### config.mk
export PLATFORM = sky130hd
export DESIGN_NAME = dbs_seq
export DESIGN_NICKNAME = d
export VERILOG_FILES = /design/src/verilog/dbs_pkg.sv /design/src/verilog/dbs_osc.sv /design/src/verilog/dbs_seq.sv
export SDC_FILE = /design/constraint.sdc
export NUM_CORES = 1
export LEC_CHECK = 0
export BUFFER_PORTS_ARGS = -buffer_cell sky130_fd_sc_hd__buf_2
export CORE_MARGIN = 2
export CORE_UTILIZATION = 35
export CTS_CLUSTER_DIAMETER = 100
export DETAILED_ROUTE_END_ITERATION = 10
export PLACE_DENSITY = 0.58
export RECOVER_POWER = 100
export SLEW_MARGIN = 20
export SYNTH_ARGS = -nofsm -noshare
export SYNTH_HDL_FRONTEND = slang
export SYNTH_SLANG_ARGS = --single-unit
### constraint.sdc
create_clock -name mclk_i -period 11.5 [get_ports mclk_i]
set_clock_uncertainty 0.1 [all_clocks]
set_input_delay 0 -clock mclk_i [delete_from_list [all_inputs] [get_ports mclk_i]]
set_output_delay 0 -clock mclk_i [all_outputs]
set_load 0.05 [all_outputs]
### src/verilog/dbs_pkg.sv
package dbs_pkg;

   // Channel count and pulse-width steps
   localparam int                NUM_CH         = 2;
   localparam int                PERIOD_CYC     = 256;      // Switching period in mclk cycles
   localparam logic [7:0]        PERIOD_LAST    = 8'hFF;
   localparam logic [3:0]        PULSES_PER_STEP = 4'hF;   // 16 pulses per step, count 0..15
   localparam logic [3:0]        WIDTH_STEPS    = 4'h8;     // Eighths of period, 1..8
   localparam logic [2:0]        EIGHTH_SHIFT   = 3'h5;     // 256/8 = 32 = 1 << 5

   // Soft-start reference: 16-bit code, full scale = final level
   localparam logic [15:0]       SS_FINAL       = 16'hFFFF;
   localparam logic [15:0]       SS_STEP        = 16'h0001;
   localparam int                SS_DIV_CYC     = 4;        // Mclk cycles per reference step
   localparam logic [3:0]        SS_DIV_LAST    = 4'h3;

   // Oscillator period slew for gradual frequency moves
   localparam int                OSC_SLEW_CYC   = 16;       // Cycles between period updates
   localparam logic [4:0]        OSC_SLEW_LAST  = 5'h0F;
   localparam logic [7:0]        OSC_RESET_PER  = 8'hFF;

   // Channel phases
   typedef enum logic [2:0] {
      DBS_OFF,
      DBS_ASYNC,
      DBS_PREBIAS,
      DBS_RUN,
      DBS_SHUT
   } dbs_state_t;

   // Monitored comparator levels
   typedef struct packed {
      logic bias_ok;
      logic bias_fall;
      logic [NUM_CH-1:0] en_rise;
      logic [NUM_CH-1:0] en_fall;
   } dbs_mon_t;

   // Fault indications
   typedef struct packed {
      logic overvoltage_guard;
      logic overcurrent_guard;
      logic over_temp;
   } dbs_fault_t;

endpackage : dbs_pkg

### src/verilog/dbs_osc.sv
`timescale 1ns/1ns
// Switching oscillator with gradual period slew toward the target
module dbs_osc (
   // Clock and reset
   input  wire logic                 mclk_i,
   input  wire logic                 sys_rst_i,
   // Period targets
   input  wire logic [7:0]           free_period_i,
   input  wire logic [7:0]           ext_period_i,
   input  wire logic                 ext_clk_present_i,
   // Oscillator outputs
   output logic                      period_tick_o,
   output logic [7:0]                phase_o,
   output logic [7:0]                period_o
);
   import dbs_pkg::*;

   logic [7:0] phase;
   logic [7:0] period;
   logic [4:0] slew;
   logic [7:0] next_phase;
   logic [7:0] next_period;
   logic [4:0] next_slew;
   logic [7:0] target;

   // Step one count per slew interval so the frequency never jumps
   always_comb begin
      target      = ext_clk_present_i ? ext_period_i : free_period_i;
      next_slew   = (slew == OSC_SLEW_LAST) ? 5'h00 : slew + 5'h01;
      next_period = period;
      if (slew == OSC_SLEW_LAST) begin
         if (period < target) begin
            next_period = period + 8'h01;
         end else if (period > target) begin
            next_period = period - 8'h01;
         end
      end
      next_phase = (phase >= period) ? 8'h00 : phase + 8'h01;
   end

   always_ff @(posedge mclk_i) begin
      if (sys_rst_i) begin
         phase  <= 8'h00;
         period <= OSC_RESET_PER;
         slew   <= 5'h00;
      end else begin
         phase  <= next_phase;
         period <= next_period;
         slew   <= next_slew;
      end
   end

   assign period_tick_o = (phase >= period);
   assign phase_o       = phase;
   assign period_o      = period;

endmodule : dbs_osc

### src/verilog/dbs_seq.sv
`timescale 1ns/1ns
// Functional notes
// - Drivers off while bias or enable low
// - Supply-valid only when all inputs valid
// - Channel on above enable rise threshold
// - Low-side off until first high-side pulse
// - First low-side pulses one eighth period
// - Add an eighth every 16 pulses
// - Soft-start waits for supply-valid
// - Reference ramps from zero, fixed slope
// - Current and voltage guards active during soft-start
// - Bias fall flags undervoltage, all off
// - Any fault stops switching
// - Each enable shuts its own channel
// - Frequency moves gradually to new target
module dbs_seq (
   // Clock and reset
   input  wire logic                       mclk_i,
   input  wire logic                       sys_rst_i,
   // Comparator and fault inputs
   input  dbs_pkg::dbs_mon_t               mon_i,
   input  dbs_pkg::dbs_fault_t             fault_i,
   // Per-channel high-side demand from the modulator
   input  wire logic [1:0]                 hs_demand_i,
   // Frequency setting
   input  wire logic [7:0]                 free_period_i,
   input  wire logic [7:0]                 ext_period_i,
   input  wire logic                       ext_clk_present_i,
   // Driver outputs
   output logic [1:0]                      high_side_switch_o,
   output logic [1:0]                      low_side_switch_o,
   // Status
   output logic                            supply_valid_o,
   output logic                            uvlo_event_o,
   output logic [1:0]                      ss_done_o,
   output logic [31:0]                     ss_ref_o,
   output logic [5:0]                      ch_state_o,
   output logic [7:0]                      period_o
);
   import dbs_pkg::*;

   logic       tick;
   logic [7:0] phase;
   logic       bias_valid;
   logic       next_bias_valid;
   logic       supply_valid;
   logic       next_supply_valid;
   logic       uvlo_event;
   logic       next_uvlo_event;
   logic       fault_any;
   logic [1:0] en_on;
   logic [1:0] next_en_on;

   // Oscillator that sets the switching period
   dbs_osc u_osc (
      .mclk_i            (mclk_i),
      .sys_rst_i         (sys_rst_i),
      .free_period_i     (free_period_i),
      .ext_period_i      (ext_period_i),
      .ext_clk_present_i (ext_clk_present_i),
      .period_tick_o     (tick),
      .phase_o           (phase),
      .period_o          (period_o)
   );

   // Low-side width in eighths of the running period
   function automatic logic [8:0] ls_width(input logic [3:0] steps, input logic [7:0] per);
      logic [11:0] w;
      w = (12'(per) + 12'h001) * 12'(steps);
      return w[11:3];
   endfunction : ls_width

   // Hysteresis: rise threshold sets, lower fall threshold clears
   always_comb begin
      next_bias_valid = bias_valid;
      if (mon_i.bias_fall) begin
         next_bias_valid = 1'b0;
      end else if (mon_i.bias_ok) begin
         next_bias_valid = 1'b1;
      end
      for (int i = 0; i < NUM_CH; i++) begin
         next_en_on[i] = en_on[i];
         if (!mon_i.en_fall[i]) begin
            next_en_on[i] = 1'b0;
         end else if (mon_i.en_rise[i]) begin
            next_en_on[i] = 1'b1;
         end
      end
      // Valid only with bias and every enable good
      next_supply_valid = next_bias_valid && (&next_en_on);
      // Sticky until the bias is good again; set wins over clear
      next_uvlo_event = mon_i.bias_fall ? 1'b1 : (mon_i.bias_ok ? 1'b0 : uvlo_event);
   end

   always_ff @(posedge mclk_i) begin
      if (sys_rst_i) begin
         bias_valid   <= 1'b0;
         en_on        <= 2'h0;
         supply_valid <= 1'b0;
         uvlo_event   <= 1'b0;
      end else begin
         bias_valid   <= next_bias_valid;
         en_on        <= next_en_on;
         supply_valid <= next_supply_valid;
         uvlo_event   <= next_uvlo_event;
      end
   end

   // Guards stay live in every phase, soft-start included
   assign fault_any = fault_i.overvoltage_guard | fault_i.overcurrent_guard
                      | fault_i.over_temp;

   assign supply_valid_o = supply_valid;
   assign uvlo_event_o   = uvlo_event;

   // One sequencer per channel
   genvar g;
   generate
      for (g = 0; g < NUM_CH; g++) begin : g_ch
         dbs_state_t  st;
         dbs_state_t  next_st;
         logic [3:0]  pcnt;
         logic [3:0]  next_pcnt;
         logic [3:0]  steps;
         logic [3:0]  next_steps;
         logic [15:0] ssref;
         logic [15:0] next_ssref;
         logic [3:0]  ssdiv;
         logic [3:0]  next_ssdiv;
         logic        hs;
         logic        next_hs;
         logic        ls;
         logic        next_ls;
         logic        ch_ok;

         // Staying on needs bias, own enable and no fault; the other enable is
         // ignored so one channel can be dropped without disturbing its partner
         assign ch_ok = bias_valid && en_on[g] && !fault_any;

         always_comb begin
            next_st    = st;
            next_pcnt  = pcnt;
            next_steps = steps;
            next_ssref = ssref;
            next_ssdiv = ssdiv;
            next_hs    = 1'b0;
            next_ls    = 1'b0;
            case (st)
               DBS_OFF: begin
                  next_pcnt  = 4'h0;
                  next_steps = 4'h1;
                  next_ssref = 16'h0000;
                  if (ch_ok && supply_valid) begin
                     next_st = DBS_ASYNC;
                  end
               end
               DBS_ASYNC: begin
                  // Diode-mode start: only high-side may fire
                  next_hs = hs_demand_i[g];
                  if (hs_demand_i[g]) begin
                     next_st = DBS_PREBIAS;
                  end
               end
               DBS_PREBIAS: begin
                  next_hs = hs_demand_i[g];
                  next_ls = !hs_demand_i[g] &&
                            ({1'b0, phase} < ls_width(steps, period_o));
                  if (tick) begin
                     next_pcnt = pcnt + 4'h1;
                     if (pcnt == PULSES_PER_STEP) begin
                        if (steps == WIDTH_STEPS) begin
                           next_st = DBS_RUN;
                        end else begin
                           next_steps = steps + 4'h1;
                        end
                     end
                  end
               end
               DBS_RUN: begin
                  next_hs = hs_demand_i[g];
                  next_ls = !hs_demand_i[g];
               end
               DBS_SHUT: begin
                  next_st = DBS_OFF;
               end
               default: begin
                  next_st = DBS_OFF;
               end
            endcase
            // Reference ramp runs from the first start phase, fixed slope
            if (st != DBS_OFF && st != DBS_SHUT) begin
               next_ssdiv = (ssdiv == SS_DIV_LAST) ? 4'h0 : ssdiv + 4'h1;
               if (ssdiv == SS_DIV_LAST && ssref != SS_FINAL) begin
                  next_ssref = ssref + SS_STEP;
               end
            end
            // Loss of bias, enable or a fault drops the channel at once
            if (st != DBS_OFF && !ch_ok) begin
               next_st    = DBS_SHUT;
               next_hs    = 1'b0;
               next_ls    = 1'b0;
               next_pcnt  = 4'h0;
               next_steps = 4'h1;
               next_ssref = 16'h0000;
            end
         end

         always_ff @(posedge mclk_i) begin
            if (sys_rst_i) begin
               st    <= DBS_OFF;
               pcnt  <= 4'h0;
               steps <= 4'h1;
               ssref <= 16'h0000;
               ssdiv <= 4'h0;
               hs    <= 1'b0;
               ls    <= 1'b0;
            end else begin
               st    <= next_st;
               pcnt  <= next_pcnt;
               steps <= next_steps;
               ssref <= next_ssref;
               ssdiv <= next_ssdiv;
               hs    <= next_hs;
               ls    <= next_ls;
            end
         end

         assign high_side_switch_o[g]     = hs;
         assign low_side_switch_o[g]      = ls;
         assign ss_ref_o[16*g +: 16]      = ssref;
         assign ss_done_o[g]              = (ssref == SS_FINAL);
         assign ch_state_o[3*g +: 3]      = st;
      end
   endgenerate

endmodule : dbs_seq

==> results.rst, run 1 <==
.. list-table::
   :header-rows: 1

   * - Metric
     - Value
   * - Status
     - complete, but fails checks
   * - Most common cell after layout, fill and taps aside
     - sky130_fd_sc_hd__nor2_1
   * - Number of gates given a new drive strength after cts
     - 0
   * - Number of instances in the synthesized netlist
     - 862
   * - CTS tree
     - built
   * - Count of unresolved DRC violations after routing
     - 0
   * - CP arrival
     - ~5.7 ns
   * - Maximum buffer depth of the clock tree
     - 2
   * - Reg clk slew, reported paths
     - 0.08 ns
   * - Total congestion overflow
     - 0
   * - Slew Limit Headroom
     - -17.5%
   * - Number of max-slew violations in the final report
     - 27
   * - Dpl cells
     - 1189
   * - Tightest Pin Transition
     - approximately 1.7 ns
   * - Final Hold Fails
     - 0
   * - Crit Path Class
     - reg -> reg
   * - GRT Resource Usage Total
     - 16.4%
   * - Signed area change from the synthesized netlist to the final layout
     - 12.0%
   * - Worst hold path class
     - in -> reg
   * - Share of synthesized registers carrying an async set or reset
     - 0%
   * - Number of nets in the synthesized netlist
     - about 1000
   * - Leading cell types in the layout, fill and taps excluded
     - 98 x sky130_fd_sc_hd__nor2_1, 92 x sky130_fd_sc_hd__dfxtp_1, 76 x sky130_fd_sc_hd__ha_1
   * - Via count of the first global-routing pass
     - just under 6000
   * - Category of the worst setup path launch point
     - register
   * - Pin count of the biggest net entering global routing
     - 35
   * - Mapped Area
     - just over 0.007 mm^2
   * - Post-DP HPWL
     - 12600 um
   * - Critical path startpoint
     - u_osc.period_o[0]
   * - Leading register cell type out of synthesis
     - sky130_fd_sc_hd__dfxtp_1
   * - Slack of the worst reg-to-reg path
     - 5.96 ns
   * - Via count
     - 6116
   * - Unrepaired setup endpoints after global routing
     - false
   * - Clock root buffer master
     - sky130_fd_sc_hd__clkbuf_16
   * - Clock sink count
     - about 90
   * - Synth Area per Inst
     - around 8.4 um^2
   * - Global-route wire length before repair
     - just under 30000 um
   * - Post-Layout Cell Count
     - 1216
   * - Share of the cycle needed by the critical path after routing
     - 48.1%
   * - Start point of the worst hold path
     - sys_rst_i
   * - Worst skew pair latency
     - 0.36 ns
   * - Antenna violations before repair
     - 0
   * - Ratio of routed vias to standard cells
     - 5.03
   * - Number of storage elements in the synthesis netlist
     - 92
   * - Netlist cell types
     - between 70 and 80
   * - Total core area
     - 0.0202 mm^2
   * - Yosys warnings
     - 0
   * - Number of antenna repair diodes
     - 0
   * - Power density normalized to cell area
     - ~100 mW/mm^2
   * - Final nets
     - between 1000 and 1500
   * - Max-cap violations
     - 2
   * - Violations in the final reports
     - max-capacitance violations, max-slew violations
   * - Average detailed-routed wire length per instance
     - 14.0 um
   * - Chip width
     - 147 um
   * - Worst VDD drop
     - around 74 uV
   * - Max Clk Rate
     - 0.181 GHz
   * - Fraction of final layout cells with drive strength greater than 1
     - under 10%
   * - Initial core utilization
     - a little over a third
   * - Last weighted congestion value of the routability-driven placer
     - a little over 0.8
   * - Clock period minus worst slack
     - 5.54 ns
   * - FF-to-FF End
     - g_ch[0].ls
   * - Final ANT Viol Nets
     - 0
   * - Last element of the critical path
     - g_ch[0].ls
   * - Pre-CTS worst setup slack
     - 6.10 ns
   * - Leakage Power
     - ~3.4 nW
   * - Die H
     - 147 um
   * - Length of the first detailed-routing pass in iterations
     - 5
   * - Total negative slack for setup checks
     - 0 ns
   * - IO Count
     - 84
   * - Cell depth of the worst flop-to-flop path
     - 19
   * - Number of placement rows
     - 52
   * - Largest fanout of any net on the critical path
     - 13
   * - Number of enable flip-flop cells after synthesis
     - 0
   * - Worst r2r src
     - u_osc.period_o[0]
   * - Required time of the worst setup path
     - ~12 ns
   * - Die outline area
     - between 0.02 and 0.025 mm^2
   * - Number of buffers added by the clock tree synthesis step
     - 9
   * - Count of buffers from port buffering
     - 83
   * - Final count of negative-setup-slack endpoints
     - 0
   * - CTS H-tree lvls
     - 3
   * - Initial DRC count
     - 291
   * - Type of element capturing the critical path
     - register
   * - Post-Route WL
     - 17100 um
   * - Min setup slack post-route
     - 5.96 ns
   * - Part of the Yosys area used for sequential elements
     - 25.6%
==> through the flow <==
step	utilization, %	hold slack, ns	cell area (um^2)	power [mW]
after global routing	39.9	0.102	8070	0.853
after CTS	40.7	0.0505	8240	0.832
after floorplan	-	-0.0128	7200	0.476
after detailed placement	38.7	0.0952	7820	0.517
after global placement	38.7	0.0984	7820	0.517
final	39.9	0.0755	8070	0.807
==> how the worst min path moves through the flow <==
stage | slack [ns] | depth (start not counted) | end
floorplan | -0.01 | 1 | bias_valid
global placement | 0.1 | 2 | bias_valid
detailed placement | 0.1 | 2 | bias_valid
CTS | 0.05 | 4 | g_ch[0].st[2]
global route | 0.10 | 2 | en_on[1]
finish | 0.08 | 2 | en_on[1]
==> sequential cells by signal (all words and copies together), names as in the netlist, 5 cells and up <==
signal / cells
u_osc.slew: 5
g_ch.ssref: 32
u_osc.period_o: 8
g_ch.pcnt: 8
g_ch.st: 6
g_ch.ssdiv: 8
g_ch.steps: 8
u_osc.phase_o: 8
==> report_power, final <==
group	switching, mW	internal [mW]	leakage (nW)
Combinational	0.106	0.0493	2.53
Clock	0.154	0.155	0.146
Sequential	0.0162	0.326	0.744
Total	0.276	0.531	3.42
==> cells in the mapped netlist (11+ instances only) <==
library cell | n | area share [%]
sky130_fd_sc_hd__a21oi_1 | 56 | 3.9
sky130_fd_sc_hd__and2_1 | 14 | 1.2
sky130_fd_sc_hd__and3_1 | 13 | 1.1
sky130_fd_sc_hd__clkbuf_1 | 12 | 0.63
sky130_fd_sc_hd__dfxtp_1 | 92 | 26
sky130_fd_sc_hd__fa_1 | 29 | 8.1
sky130_fd_sc_hd__ha_1 | 76 | 13
sky130_fd_sc_hd__inv_1 | 68 | 3.5
sky130_fd_sc_hd__mux2i_1 | 11 | 1.5
sky130_fd_sc_hd__nand2_1 | 61 | 3.2
sky130_fd_sc_hd__nand2b_1 | 15 | 1.3
sky130_fd_sc_hd__nand3_1 | 32 | 2.2
sky130_fd_sc_hd__nand4_1 | 20 | 1.7
sky130_fd_sc_hd__nor2_1 | 96 | 5.0
sky130_fd_sc_hd__nor2b_1 | 20 | 1.7
sky130_fd_sc_hd__nor3_1 | 29 | 2.0
sky130_fd_sc_hd__o21ai_0 | 31 | 2.2
sky130_fd_sc_hd__or3_1 | 12 | 1.0
sky130_fd_sc_hd__xnor2_1 | 34 | 4.1
sky130_fd_sc_hd__xor2_1 | 25 | 3.0
==> per-layer routing <==
metal | GRT usage (%) | up-vias | part of all wire, %
met1 | 22.6 | 2858 | 49
met4 | 5.63 | 0 | 1.9
met3 | 2.19 | 23 | 3.3
met5 | 0 | - | 0
li1 | - | 3144 | -
met2 | 26.5 | 91 | 46
==> area by class of cell <==
class	count	area, um^2
fill	2097	12200
timing repair buffer	95	465
sequential	92	1840
multi-input combinational	673	4850
tap	270	338
inverter	70	263
clock buffer	9	225
clock inverter	7	80.1
==> kinds of logic after synthesis <==
family | Yosys count | synth area share [%]
AO/OA/AOI/OAI | 151 | 13.8
XOR/XNOR | 59 | 7.18
adder cells (fa/ha/maj) | 105 | 21.3
buffers and inverters | 97 | 5.56
flip-flops | 92 | 25.6
multiplexers | 14 | 2.00
AND/OR/NAND/NOR | 344 | 24.6
==> what timing repair did <==
action / 4_1_cts / 5_1_grt
endpoints found under the hold margin: 14 / 0
buffers inserted: 0 / 0
hold buffers: 11 / 0
==> worst max-delay path, stage by stage (launching register included) <==
cell,delay [ns]
sky130_fd_sc_hd__dfxtp_1,0.63
sky130_fd_sc_hd__inv_1,0.22
sky130_fd_sc_hd__nor3_1,0.22
sky130_fd_sc_hd__nand3_1,0.13
sky130_fd_sc_hd__xnor2_1,0.58
sky130_fd_sc_hd__nor2_1,0.12
sky130_fd_sc_hd__fa_1,0.50
sky130_fd_sc_hd__inv_1,0.06
sky130_fd_sc_hd__fa_1,0.54
sky130_fd_sc_hd__inv_1,0.04
sky130_fd_sc_hd__ha_1,0.34
sky130_fd_sc_hd__a2111oi_0,0.40
sky130_fd_sc_hd__nand2_1,0.14
sky130_fd_sc_hd__a221oi_1,0.38
sky130_fd_sc_hd__xor2_1,0.13
sky130_fd_sc_hd__ha_1,0.32
sky130_fd_sc_hd__o2111ai_1,0.10
sky130_fd_sc_hd__o21ai_0,0.15
sky130_fd_sc_hd__a21oi_1,0.08
sky130_fd_sc_hd__o31a_1,0.27
Note: power is estimated with default switching activity, not from simulation.
==> inputs of run 2 (changes only) <==
--- a/config.mk
+++ b/config.mk
@@ -10,7 +10,7 @@
 export CORE_UTILIZATION = 35
 export CTS_CLUSTER_DIAMETER = 100
 export DETAILED_ROUTE_END_ITERATION = 10
-export PLACE_DENSITY = 0.58
+export PLACE_DENSITY = 0.6
 export RECOVER_POWER = 100
 export SLEW_MARGIN = 20
 export SYNTH_ARGS = -nofsm -noshare
==> constraint.sdc (replaced) <==
create_clock -name mclk_i -period 5 [get_ports mclk_i]
set_clock_uncertainty 0.1 [all_clocks]
set_input_delay 0 -clock mclk_i [delete_from_list [all_inputs] [get_ports mclk_i]]
set_output_delay 0 -clock mclk_i [all_outputs]
set_load 0.05 [all_outputs]
==> run 2 against run 1 <==
- the flow still finishes with violations (max-capacitance violations, max-slew violations)
- power is 130% higher
- via count up 0.67%
- cell area increased by 2.1%
- clock power up 130%
- global-route usage shrank 0.58 points
- critical path type unchanged
- critical endpoint unchanged
- largest power group unchanged
==> results.rst, run 2 (synthesis gave the netlist of run 1 again) <==
.. list-table::
   :header-rows: 1

   * - Metric
     - Value
   * - Global-route wire length before repair
     - 28600 um (-2.2%)
   * - Number of max-slew violations in the final report
     - 16 (-41%)
   * - Fraction of final layout cells with drive strength greater than 1
     - 8.71% (+2.4 points)
   * - Worst VDD drop
     - 159 uV (+110%)
   * - Antenna violations before repair
     - 0 (unchanged)
   * - CTS H-tree lvls
     - 3 (unchanged)
   * - Length of routed met3 wiring
     - 483 um (-15%)
   * - Die outline area
     - 0.0217 mm^2 (unchanged)
   * - Total congestion overflow
     - 0 (unchanged)
   * - Number of buffers added by the clock tree synthesis step
     - 9 (unchanged)
   * - GRT Resource Usage Total
     - 15.8% (-0.58 points)
   * - Last element of the critical path
     - g_ch[0].ls
   * - Pin count of the biggest net entering global routing
     - 35 (unchanged)
   * - Uppermost routed layer
     - met4
   * - Initial core utilization
     - 35.6% (unchanged)
   * - Max-cap violations
     - 2 (unchanged)
   * - Final Hold Slack
     - 0.0896 ns (+0.0141 ns)
   * - Status
     - complete, but fails checks
   * - Most common cell after layout, fill and taps aside
     - sky130_fd_sc_hd__nor2_1
   * - Critical path startpoint
     - u_osc.period_o[0]
   * - Cell depth of the worst flop-to-flop path
     - 19 (unchanged)
   * - Average detailed-routed wire length per instance
     - 13.4 um (-4.1%)
   * - Number of antenna repair diodes
     - 0 (unchanged)
   * - Violations in the final reports
     - max-capacitance violations, max-slew violations
   * - Largest fanout of any net on the critical path
     - 9 (-4)
   * - Total length of routed met2 wires
     - 7750 um (-0.32%)
   * - Post-Route WL
     - 16600 um (-2.7%)
   * - Count of buffers from port buffering
     - 83 (unchanged)
   * - Via count of the first global-routing pass
     - 5849 (-1.2%)
   * - Slew Limit Headroom
     - -15.2% (+2.3 points)
   * - Chip width
     - 147 um (unchanged)
   * - Worst hold path class
     - in -> reg
   * - FF-to-FF End
     - g_ch[0].ls
   * - Post-DP HPWL
     - 12700 um (+1.2%)
   * - Die H
     - 147 um (unchanged)
   * - Slack of the worst reg-to-reg path
     - 0.22 ns (-5.74 ns)
   * - Final count of negative-setup-slack endpoints
     - 0 (unchanged)
   * - Initial DRC count
     - 315 (+8.2%)
   * - Reg clk slew, reported paths
     - 0.07 ns (about the same)
   * - Length of the first detailed-routing pass in iterations
     - 4 (-1)
   * - Multi-input combinational cell area
     - 0.00490 mm^2 (+0.90%)
   * - Leakage Power
     - 3.50 nW (+2.3%)
   * - Total negative slack for setup checks
     - 0 ns (unchanged)
   * - Power density normalized to cell area
     - 225 mW/mm^2 (+130%)
   * - Leading cell types in the layout, fill and taps excluded
     - 97 x sky130_fd_sc_hd__nor2_1, 90 x sky130_fd_sc_hd__dfxtp_1, 75 x sky130_fd_sc_hd__ha_1
   * - Final ANT Viol Nets
     - 0 (unchanged)
   * - Last weighted congestion value of the routability-driven placer
     - 0.831 (+2.2%)
   * - Crit Path Class
     - reg -> reg
   * - Largest register FFs
     - 32 (unchanged)
   * - Clock period minus worst slack
     - 4.78 ns (-0.761 ns)
   * - Required time of the worst setup path
     - 5.15 ns (-6.51 ns)
   * - Wire length on met1
     - 8210 um (-2.2%)
   * - Total core area
     - 0.0202 mm^2 (unchanged)
   * - Area taken by flip-flops and latches
     - 0.00185 mm^2 (+0.27%)
   * - Ratio of routed vias to standard cells
     - 4.99 (-0.80%)
   * - Max Clk Rate
     - 0.209 GHz (+16%)
   * - Final-layout fill cell count
     - 2081 (-0.76%)
   * - Type of element capturing the critical path
     - register
   * - Number of placement rows
     - 52 (unchanged)
   * - Clock sink count
     - 92 (unchanged)
   * - IO Count
     - 84 (unchanged)
   * - Worst r2r src
     - u_osc.period_o[0]
   * - Via count
     - 6157 (+0.67%)
   * - Worst skew pair latency
     - 0.35 ns (about the same)
   * - Final nets
     - 1094 (+1.7%)
   * - Final Hold Fails
     - 0 (unchanged)
   * - Clock root buffer master
     - sky130_fd_sc_hd__clkbuf_16
   * - Largest register by flop count
     - g_ch.ssref
   * - Buffer count from post-CTS setup fixing
     - 0 (unchanged)
   * - Maximum buffer depth of the clock tree
     - 2 (unchanged)
   * - Signed area change from the synthesized netlist to the final layout
     - 14.4%
   * - CP arrival
     - 4.93 ns (-0.76 ns)
   * - Count of unresolved DRC violations after routing
     - 0 (unchanged)
   * - Category of the worst setup path launch point
     - register
   * - CTS tree
     - built
   * - Share of the cycle needed by the critical path after routing
     - 95.5% (+47 points)
   * - Tightest Pin Transition
     - 1.71 ns (-0.0340 ns)
## run 2: timing repair
action | 4_1_cts | 5_1_grt
hold endpoints to repair | 14 | 0
resized for setup | 0 | 8
endpoints found under the setup margin | 0 | 2
hold buffers | 11 | 0
## run 2: worst max-delay path, stage by stage (launching register included)
cell                        delay [ns]
sky130_fd_sc_hd__dfxtp_4          0.40
sky130_fd_sc_hd__ha_2             0.25
sky130_fd_sc_hd__and3_1           0.23
sky130_fd_sc_hd__xnor2_1          0.15
sky130_fd_sc_hd__buf_4            0.18
sky130_fd_sc_hd__nor2_1           0.05
sky130_fd_sc_hd__fa_1             0.49
sky130_fd_sc_hd__inv_1            0.06
sky130_fd_sc_hd__fa_1             0.53
sky130_fd_sc_hd__inv_1            0.05
sky130_fd_sc_hd__ha_1             0.22
sky130_fd_sc_hd__a2111oi_1        0.43
sky130_fd_sc_hd__nand2_1          0.16
sky130_fd_sc_hd__a221oi_2         0.32
sky130_fd_sc_hd__xor2_1           0.11
sky130_fd_sc_hd__ha_1             0.31
sky130_fd_sc_hd__o2111ai_1        0.11
sky130_fd_sc_hd__o21ai_0          0.16
sky130_fd_sc_hd__a21oi_1          0.08
sky130_fd_sc_hd__o31a_1           0.27
## run 2: worst min path at each step
stage / cells after the start / slack [ns] / end / start
after floorplan: 1 / -0.01 / bias_valid / mon_i[4]
after global placement: 2 / 0.1 / bias_valid / mon_i[4]
after detailed placement: 2 / 0.10 / bias_valid / mon_i[4]
after CTS: 4 / 0.08 / g_ch[0].st[2] / fault_i[0]
after global routing: 2 / 0.11 / en_on[1] / sys_rst_i
final: 2 / 0.09 / en_on[1] / sys_rst_i
## run 2: metrics by stage
stage                     std cells  power, mW  util, %  worst slack (ns)  area, um^2
after floorplan                 862       1.09        -            0.0477        7200
after global placement         1207       1.18     39.3             0.250        7960
after detailed placement       1207       1.18     39.3             0.166        7960
after CTS                      1234       1.92     41.4             0.150        8370
after global routing           1234       1.96     40.7           -0.0152        8240
final                          1234       1.86     40.7             0.225        8240
## run 2: area by class of cell
| class | count | area share [%] |
|---|---|---|
| multi-input combinational | 673 | 59.4 |
| sequential | 92 | 22.4 |
| timing repair buffer | 113 | 7.21 |
| tap | 270 | 4.10 |
| inverter | 70 | 3.19 |
| clock buffer | 10 | 2.78 |
| clock inverter | 6 | 0.866 |
## run 2: report_power, final
part | internal (mW) | switching [mW] | total, mW
Combinational | 0.113 | 0.240 | 0.353
Clock | 0.393 | 0.323 | 0.716
Sequential | 0.751 | 0.0356 | 0.786
## run 2: per-layer routing
metal | vias to the layer above | global-route usage, %
met5 | - | 0
met4 | 0 | 2.88
met3 | 15 | 2.99
met2 | 69 | 26.2
met1 | 2894 | 21.7
li1 | 3179 | -
